[src/common/mms_pkg.sv]
package mms_pkg;
    localparam logic [7:0] ADDR_MEAS_CTRL = 8'hf4;
    localparam logic [7:0] ADDR_STBY_CFG = 8'hf5;
    localparam logic [7:0] MEAS_CTRL_RESET = 8'h00;
    localparam logic [7:0] STBY_CFG_RESET = 8'h00;
    localparam int MODE_LSB = 0;
    localparam int OSRS_P_LSB = 2;
    localparam int OSRS_T_LSB = 5;
    localparam int FILTER_LSB = 2;
    localparam int IDLE_SEL_LSB = 5;
    localparam logic [1:0] MODE_SLEEP = 2'h0;
    localparam logic [1:0] MODE_NORMAL = 2'h3;
    localparam int CLK_PERIOD_NS = 40;
    localparam int TICK_NS = 1000;
    localparam int TICK_CYCLES = TICK_NS / CLK_PERIOD_NS;
    localparam int TMR_W = 22;
    localparam logic [21:0] MEAS_BASE_US = 22'h00_03e8;
    localparam logic [21:0] TEMP_SAMPLE_US = 22'h00_07d0;
    localparam logic [21:0] PRES_SAMPLE_US = 22'h00_07d0;
    localparam logic [21:0] PRES_EXTRA_US = 22'h00_01f4;
    localparam logic [21:0] MEAS_MAX_LOW_US = 22'h00_1900;
    localparam logic [21:0] MEAS_MAX_HIGH_US = 22'h00_a8c0;
    localparam logic [21:0] STANDBY_US [8] = '{22'h00_01f4, 22'h00_f424, 22'h01_e848, 22'h03_d090,
                                               22'h07_a120, 22'h0f_4240, 22'h1e_8480, 22'h3d_0900};
    localparam logic [19:0] SKIP_VALUE = 20'h8_0000;

    typedef enum logic [4:0] {
        ST_SLEEP = 5'b00001,
        ST_TEMP = 5'b00010,
        ST_PRES = 5'b00100,
        ST_FILT = 5'b01000,
        ST_STBY = 5'b10000
    } mms_state_e;

    function automatic logic [4:0] osr_samples(input logic [2:0] code);
        case (code)
            3'h0: osr_samples = 5'h00;
            3'h1: osr_samples = 5'h01;
            3'h2: osr_samples = 5'h02;
            3'h3: osr_samples = 5'h04;
            3'h4: osr_samples = 5'h08;
            default: osr_samples = 5'h10;
        endcase
    endfunction : osr_samples

    function automatic logic is_forced(input logic [1:0] mode);
        is_forced = (mode != MODE_SLEEP) && (mode != MODE_NORMAL);
    endfunction : is_forced
endpackage : mms_pkg

[src/logic/mms_interval_timer.sv]
`timescale 1ns/1ps
module mms_interval_timer #(
    parameter int P_TICK_CYCLES = mms_pkg::TICK_CYCLES
) (
    input wire logic i_ref_clk,
    input wire logic i_rst,
    input wire logic i_load,
    input wire logic [mms_pkg::TMR_W-1:0] i_ticks,
    output logic o_done
);
    logic [15:0] pre_reg;
    logic [mms_pkg::TMR_W-1:0] cnt_reg;
    logic run_reg;
    logic tick;

    // Prescaler restarts on every load, so timing never depends on host clocks
    assign tick = (pre_reg == 16'h0000);

    always_ff @(posedge i_ref_clk or posedge i_rst) begin
        if (i_rst) begin
            pre_reg <= 16'h0000;
        end else if (tick || i_load) begin
            pre_reg <= 16'(P_TICK_CYCLES - 1);
        end else begin
            pre_reg <= pre_reg - 16'h0001;
        end
    end

    // Load wins over expiry so back-to-back phases chain cleanly
    always_ff @(posedge i_ref_clk or posedge i_rst) begin
        if (i_rst) begin
            cnt_reg <= '0;
            run_reg <= 1'b0;
            o_done <= 1'b0;
        end else begin
            o_done <= 1'b0;
            if (i_load) begin
                cnt_reg <= i_ticks;
                run_reg <= 1'b1;
            end else if (run_reg && tick) begin
                cnt_reg <= cnt_reg - 22'h00_0001;
                if (cnt_reg <= 22'h00_0001) begin
                    run_reg <= 1'b0;
                    o_done <= 1'b1;
                end
            end
        end
    end
endmodule : mms_interval_timer

[src/logic/mms_scheduler.sv]
`timescale 1ns/1ps
module mms_scheduler #(
    parameter int P_TICK_CYCLES = mms_pkg::TICK_CYCLES
) (
    input wire logic i_ref_clk,
    input wire logic i_rst,
    input wire logic i_reg_wr,
    input wire logic [7:0] i_reg_addr,
    input wire logic [7:0] i_reg_wdata,
    output logic [7:0] o_reg_rdata,
    input wire logic [19:0] i_temp_adc,
    input wire logic [19:0] i_press_adc,
    output logic o_temp_conv,
    output logic o_press_conv,
    output logic o_filter_step,
    output logic o_data_update,
    output logic [19:0] o_temp_data,
    output logic [19:0] o_press_data,
    output logic o_measuring,
    output logic o_mode_pending
);
    mms_pkg::mms_state_e state_reg, state_next;
    logic [5:0] osrs_reg, osrs_eff, osrs_meas_reg;
    logic [1:0] mode_reg, pend_mode_reg, wmode, mode_after;
    logic pend_reg;
    logic [7:0] cfg_reg;
    logic [19:0] temp_hold_reg;
    logic wr_ctrl, wr_cfg, busy, tmr_load, tmr_done;
    logic [4:0] nt_eff, np_eff, nt_meas, np_meas;
    logic [21:0] temp_us, pres_us, tmr_ticks;

    assign wr_ctrl = i_reg_wr && (i_reg_addr == mms_pkg::ADDR_MEAS_CTRL);
    assign wr_cfg = i_reg_wr && (i_reg_addr == mms_pkg::ADDR_STBY_CFG);
    assign wmode = i_reg_wdata[mms_pkg::MODE_LSB +: 2];
    assign busy = (state_reg == mms_pkg::ST_TEMP) || (state_reg == mms_pkg::ST_PRES)
                  || (state_reg == mms_pkg::ST_FILT);
    // A same-cycle write must take effect for a measurement started now
    assign osrs_eff = wr_ctrl ? i_reg_wdata[7:2] : osrs_reg;
    assign nt_eff = mms_pkg::osr_samples(osrs_eff[mms_pkg::OSRS_T_LSB-2 +: 3]);
    assign np_eff = mms_pkg::osr_samples(osrs_eff[mms_pkg::OSRS_P_LSB-2 +: 3]);
    assign nt_meas = mms_pkg::osr_samples(osrs_meas_reg[mms_pkg::OSRS_T_LSB-2 +: 3]);
    assign np_meas = mms_pkg::osr_samples(osrs_meas_reg[mms_pkg::OSRS_P_LSB-2 +: 3]);
    assign temp_us = mms_pkg::MEAS_BASE_US + mms_pkg::TEMP_SAMPLE_US * 22'(nt_eff);
    assign pres_us = (np_meas == 5'h00) ? 22'h00_0000
                     : mms_pkg::PRES_SAMPLE_US * 22'(np_meas) + mms_pkg::PRES_EXTRA_US;

    // Mode the register holds once the running measurement closes
    always_comb begin
        if (pend_reg) begin
            mode_after = pend_mode_reg;
        end else if (wr_ctrl) begin
            mode_after = wmode;
        end else if (mms_pkg::is_forced(mode_reg)) begin
            mode_after = mms_pkg::MODE_SLEEP;
        end else begin
            mode_after = mode_reg;
        end
    end

    always_comb begin
        state_next = state_reg;
        case (state_reg)
            mms_pkg::ST_SLEEP: begin
                if (wr_ctrl && (wmode != mms_pkg::MODE_SLEEP)) begin
                    state_next = mms_pkg::ST_TEMP;
                end
            end
            mms_pkg::ST_TEMP: begin
                if (tmr_done) begin
                    state_next = (np_meas == 5'h00) ? mms_pkg::ST_FILT : mms_pkg::ST_PRES;
                end
            end
            mms_pkg::ST_PRES: begin
                if (tmr_done) begin
                    state_next = mms_pkg::ST_FILT;
                end
            end
            mms_pkg::ST_FILT: begin
                if (mode_after == mms_pkg::MODE_SLEEP) begin
                    state_next = mms_pkg::ST_SLEEP;
                end else if (mms_pkg::is_forced(mode_after)) begin
                    state_next = mms_pkg::ST_TEMP;
                end else begin
                    state_next = mms_pkg::ST_STBY;
                end
            end
            mms_pkg::ST_STBY: begin
                // Sleep or forced mode may be entered from standby at once
                if (wr_ctrl && (wmode == mms_pkg::MODE_SLEEP)) begin
                    state_next = mms_pkg::ST_SLEEP;
                end else if ((wr_ctrl && mms_pkg::is_forced(wmode)) || tmr_done) begin
                    state_next = mms_pkg::ST_TEMP;
                end
            end
            default: state_next = mms_pkg::ST_SLEEP;
        endcase
    end

    assign tmr_load = (state_next != state_reg) && (state_next != mms_pkg::ST_SLEEP)
                      && (state_next != mms_pkg::ST_FILT) || ((state_reg == mms_pkg::ST_FILT)
                      && (state_next == mms_pkg::ST_TEMP));

    always_comb begin
        case (state_next)
            mms_pkg::ST_TEMP: tmr_ticks = temp_us;
            mms_pkg::ST_PRES: tmr_ticks = pres_us;
            default: tmr_ticks = mms_pkg::STANDBY_US[cfg_reg[mms_pkg::IDLE_SEL_LSB +: 3]];
        endcase
    end

    mms_interval_timer #(
        .P_TICK_CYCLES(P_TICK_CYCLES)
    ) u_timer (
        .i_ref_clk(i_ref_clk),
        .i_rst(i_rst),
        .i_load(tmr_load),
        .i_ticks(tmr_ticks),
        .o_done(tmr_done)
    );

    always_ff @(posedge i_ref_clk or posedge i_rst) begin
        if (i_rst) begin
            state_reg <= mms_pkg::ST_SLEEP;
        end else begin
            state_reg <= state_next;
        end
    end

    // Mode field, deferral and drop of extra changes
    always_ff @(posedge i_ref_clk or posedge i_rst) begin
        if (i_rst) begin
            mode_reg <= mms_pkg::MEAS_CTRL_RESET[mms_pkg::MODE_LSB +: 2];
            pend_reg <= 1'b0;
            pend_mode_reg <= mms_pkg::MODE_SLEEP;
        end else if (state_reg == mms_pkg::ST_FILT) begin
            mode_reg <= mode_after;
            pend_reg <= 1'b0;
        end else if (wr_ctrl && busy) begin
            if (!pend_reg) begin
                pend_reg <= 1'b1;
                pend_mode_reg <= wmode;
            end
        end else if (wr_ctrl) begin
            mode_reg <= wmode;
        end
    end

    // Oversampling and standby config writes are honoured in every state
    always_ff @(posedge i_ref_clk or posedge i_rst) begin
        if (i_rst) begin
            osrs_reg <= mms_pkg::MEAS_CTRL_RESET[7:2];
            cfg_reg <= mms_pkg::STBY_CFG_RESET;
        end else begin
            if (wr_ctrl) begin
                osrs_reg <= i_reg_wdata[7:2];
            end
            if (wr_cfg) begin
                cfg_reg <= i_reg_wdata;
            end
        end
    end

    // Oversampling settings frozen for the whole measurement
    always_ff @(posedge i_ref_clk or posedge i_rst) begin
        if (i_rst) begin
            osrs_meas_reg <= 6'h00;
        end else if (state_next == mms_pkg::ST_TEMP && tmr_load) begin
            osrs_meas_reg <= osrs_eff;
        end
    end

    // Results are published together so a reader never sees a mixed pair
    always_ff @(posedge i_ref_clk or posedge i_rst) begin
        if (i_rst) begin
            temp_hold_reg <= mms_pkg::SKIP_VALUE;
            o_temp_data <= mms_pkg::SKIP_VALUE;
            o_press_data <= mms_pkg::SKIP_VALUE;
            o_data_update <= 1'b0;
        end else begin
            o_data_update <= (state_reg == mms_pkg::ST_FILT);
            if (state_reg == mms_pkg::ST_TEMP && tmr_done) begin
                temp_hold_reg <= (nt_meas == 5'h00) ? mms_pkg::SKIP_VALUE : i_temp_adc;
            end
            if (state_reg == mms_pkg::ST_FILT) begin
                o_temp_data <= temp_hold_reg;
                o_press_data <= (np_meas == 5'h00) ? mms_pkg::SKIP_VALUE : i_press_adc;
            end
        end
    end

    always_ff @(posedge i_ref_clk or posedge i_rst) begin
        if (i_rst) begin
            o_reg_rdata <= 8'h00;
        end else if (i_reg_addr == mms_pkg::ADDR_MEAS_CTRL) begin
            o_reg_rdata <= {osrs_reg, mode_reg};
        end else if (i_reg_addr == mms_pkg::ADDR_STBY_CFG) begin
            o_reg_rdata <= cfg_reg;
        end else begin
            o_reg_rdata <= 8'h00;
        end
    end

    assign o_temp_conv = (state_reg == mms_pkg::ST_TEMP) && (nt_meas != 5'h00);
    assign o_press_conv = (state_reg == mms_pkg::ST_PRES);
    assign o_filter_step = (state_reg == mms_pkg::ST_FILT) && (cfg_reg[mms_pkg::FILTER_LSB +: 3] != 3'h0);
    assign o_measuring = busy;
    assign o_mode_pending = pend_reg;
endmodule : mms_scheduler

[config.mk]
export PLATFORM = sky130hd
export DESIGN_NAME = mms_scheduler
export DESIGN_NICKNAME = d
export VERILOG_FILES = /design/src/common/mms_pkg.sv /design/src/logic/mms_interval_timer.sv /design/src/logic/mms_scheduler.sv
export SDC_FILE = /design/constraint.sdc
export NUM_CORES = 1
export LEC_CHECK = 0
export ABC_AREA = 1
export BUFFER_PORTS_ARGS = -buffer_cell sky130_fd_sc_hd__buf_2
export CAP_MARGIN = 15
export CORE_MARGIN = 2
export CORE_UTILIZATION = 35
export CTS_BUF_LIST = sky130_fd_sc_hd__clkbuf_16
export DETAILED_ROUTE_END_ITERATION = 8
export PLACE_DENSITY = 0.53
export SYNTH_ARGS = -nofsm -noshare
export SYNTH_HDL_FRONTEND = slang
export SYNTH_SLANG_ARGS = --single-unit
[constraint.sdc]
create_clock -name i_ref_clk -period 9 [get_ports i_ref_clk]
set_input_delay 1.8 -clock i_ref_clk [delete_from_list [all_inputs] [get_ports i_ref_clk]]
set_output_delay 1.8 -clock i_ref_clk [all_outputs]
set_load 0.05 [all_outputs]
==> summary.txt <==
Setup path
  – Cell breakdown of the critical path: buf_2 > inv_1 > nand2_1 > nor2_4 > nand3_4 > o21ai_2 > nor3_1 > nor2_1 > inv_1 > fa_1 > inv_1 > fa_1 > inv_1 > ha_1 > a21oi_1 > nand2_1 > nand2_1 > nand2_1 > nor2_1 > nand4_1 > nand3_1 > nand3_1 > nand2_1 > nand2_1
  – Worst path arrival time: 6.25 ns
  – CP max stage delay: 0.53 ns
  – Req. time, crit path: between 9 and 10 ns
  – Crit. End Element: flop
  – CP dominant cell by count: nand2_1
  – Critical path startpoint category: input pin
  – Crit path max fanout: 17
  – Slowest CP cell: fa_1
  – Setup CP Type: in2reg

Logic synthesis
  – Top post-synthesis cells by area: dfrtp_1, nand2_1, inv_1
  – Sequential-to-total area share from yosys stat: 40.6%
  – Syn avg cell area: slightly below 8 µm²
  – #FFs+latches synth: approximately 140
  – Yosys warning count: 0
  – Cell area after synthesis: roughly 8600 µm²
  – Cells after Synth: 1,093
  – Area share of the largest cell type after synthesis: between 30% and 40%
  – Post-synth top area cell: dfrtp_1
  – Synth cell types: 51

Detailed routing
  – DR vias: 7,393
  – Vias per std cell: approximately 4.8
  – Post-DR wirelength/cell: 13.6 µm
  – DRT iter0 DRCs: between 500 and 600
  – Detailed Route WL: 21,000 µm
  – Final ANT Viol Nets: 0
  – Post-route DRC: 0
  – First-pass iteration count of the detailed router: 5

Clock network
  – Clock Tree Buf Depth: 2
  – Clk_lat worst skew: around 0.42 ns
  – Post_cts resized: 0
  – Clock buffer count from CTS: 17
  – Clock sink count: about 140
  – Hold_buf cts: 0
  – Post-CTS Setup Bufs: 0
  – H-tree depth: 4
  – CTS tree: done
  – Root buffer cell: clkbuf_16
  – CTS clk-pin slew, worst paths: ~0.060 ns

STA
  – Worst slew pin tran: between 1 and 1.5 ns
  – TNS Setup: 0 ns
  – Slew Limit Fails: 0
  – Tcrit/Tclk final: around 66%
  – Final setup vio count: 0
  – Fmax: ~170 MHz
  – Final min period: just under 6 ns
  – Hold Fails Final Rpt: 0
  – Worst relative slew slack: a little under a third
  – Worst Skew: 0.0123 ns
  – Hold WS: between 0.4 and 0.5 ns
  – RSZ-0062 raised after global routing: no

Min path
  – Hold Path Class: reg2reg

Global route
  – Grt total ovfl: 0
  – Gr usage total: approximately 17%
  – First-pass GRT wire length: about 36,000 µm
  – Pin count of the biggest net entering global routing: 90
  – Initial antenna violation count: 0
  – Vias in the first global route: a little over 7,000

Die
  – Ports: around 110
  – Area of the die: roughly 26,000 µm²
  – Core ar.: between 20,000 and 25,000 µm²
  – Starting Density: 35.5%
  – Core Rows: 57
  – Chip width: approximately 160 µm
  – Die H: 161 µm

Power
  – Pwr Density: 177 nW/µm²
  – Max VDD drop: about 0.12 mV
  – Total Power: 1.78 mW
  – Leak Pwr: about 5.2 nW

Placed design
  – Post-DP HPWL: between 15,000 and 20,000 µm
  – Gp weighted congestion: roughly 0.84
  – I/O Buffers: approximately 110

Cells and area
  – Most common cell after layout, fill and taps aside: nand2_1
  – Max reg flops: 22
  – Fin nets: between 1,000 and 1,500
  – Share of cells above drive strength 1: between 10% and 20%
  – P&R area growth vs syn: 17.0%
  – Ant. Diodes: 0
  – Commonest cells after routing, fill and taps aside: nand2_1, inv_1, dfrtp_1

Status
  – Status: finished clean

Run
  – Maxcap violations: 0
per-stage QoR:
stage          worst slack [ns]  instances  instance area (µm²)  util (%)
2_1_floorplan              3.43       1102                 8610         -
3_3_place_gp               2.81       1517                 9490      39.3
3_5_place_dp               2.70       1517                 9490      39.3
4_1_cts                    3.12       1548                10000      41.5
5_1_grt                    2.59       1548                10000      41.5
6_report                   3.06       1548                10000      41.5
cell families (layout without fill, tap and decap cells):
family	after synthesis	in the layout	share of synthesized area [%]
and+or+nand+nor	462	462	24.0
adders and majority gates	60	60	9.80
DFF	139	139	40.6
xor gates and xnor gates	36	36	3.67
other	2	11	0.0875
buffers and inverters	201	323	9.24
AOI/OAI and AO/OA	193	193	12.6
cell type report:
class	instances	area (µm²)
fill	2481	14100
multi-input combinational	762	4350
sequential	139	3480
inverter	176	666
timing repair buffer	116	591
clock buffer	17	425
tap	324	405
clock inverter	14	124
critical path, delay by kind of cell:
family / cells / cell delay, ns
AOI/OAI and AO/OA: 2 / 0.60
and+or+nand+nor: 14 / 2.02
buffers and inverters: 5 / 0.42
adders and majority gates: 3 / 1.39
power breakdown:
part / switching [mW] / internal, mW / leakage (nW) / total (mW)
registers: 0.0655 / 0.696 / 1.63 / 0.761
clock network: 0.273 / 0.378 / 0.267 / 0.652
logic: 0.218 / 0.145 / 3.29 / 0.362
worst paths after layout:
kind,endpoint,slack [ns],cells after the start,from
max in group asynchronous,cfg_reg[5],6.12,3,i_rst
min in group asynchronous,o_press_data[10],1.43,2,i_rst
worst min-delay path,u_timer.pre_reg[0],0.44,1,u_timer.pre_reg[0]
worst min register to register,u_timer.pre_reg[0],0.44,1,u_timer.pre_reg[0]
worst max-delay path,u_timer.cnt_reg[15],3.06,24,i_reg_addr[0]
worst max register to register,u_timer.cnt_reg[1],4.39,18,osrs_meas_reg[2]
layer usage:
layer  wire [µm]  part of all wire, %  up-vias  GRT usage [%]
met5           0                    0        -              0
met2        9630                   46      183           27.7
met1       10000                   48     3458           23.7
met3        1150                  5.5       22           3.59
li1            -                    -     3730              -
met4         228                  1.1        0           4.22
cell usage after synthesis, drive strengths merged:
library cell	instances
o22ai	11
a21oi	28
o311ai	1
a21o	1
o21a	1
o211ai	4
inv	175
dfrtp	135
nor2	109
o31ai	3
nor3b	2
xnor2	13
a31oi	3
o21bai	1
clkbuf	17
fa	12
a22oi	2
buf	8
nor4	5
or2	4
o21ai	136
o221ai	1
a2111oi	1
nand3	56
nor3	24
nand2	242
nand4	16
ha	48
nand3b	4
clkinv	1
xor2	23
dfstp	4
conb	2
(Power assumes the default switching activity.)
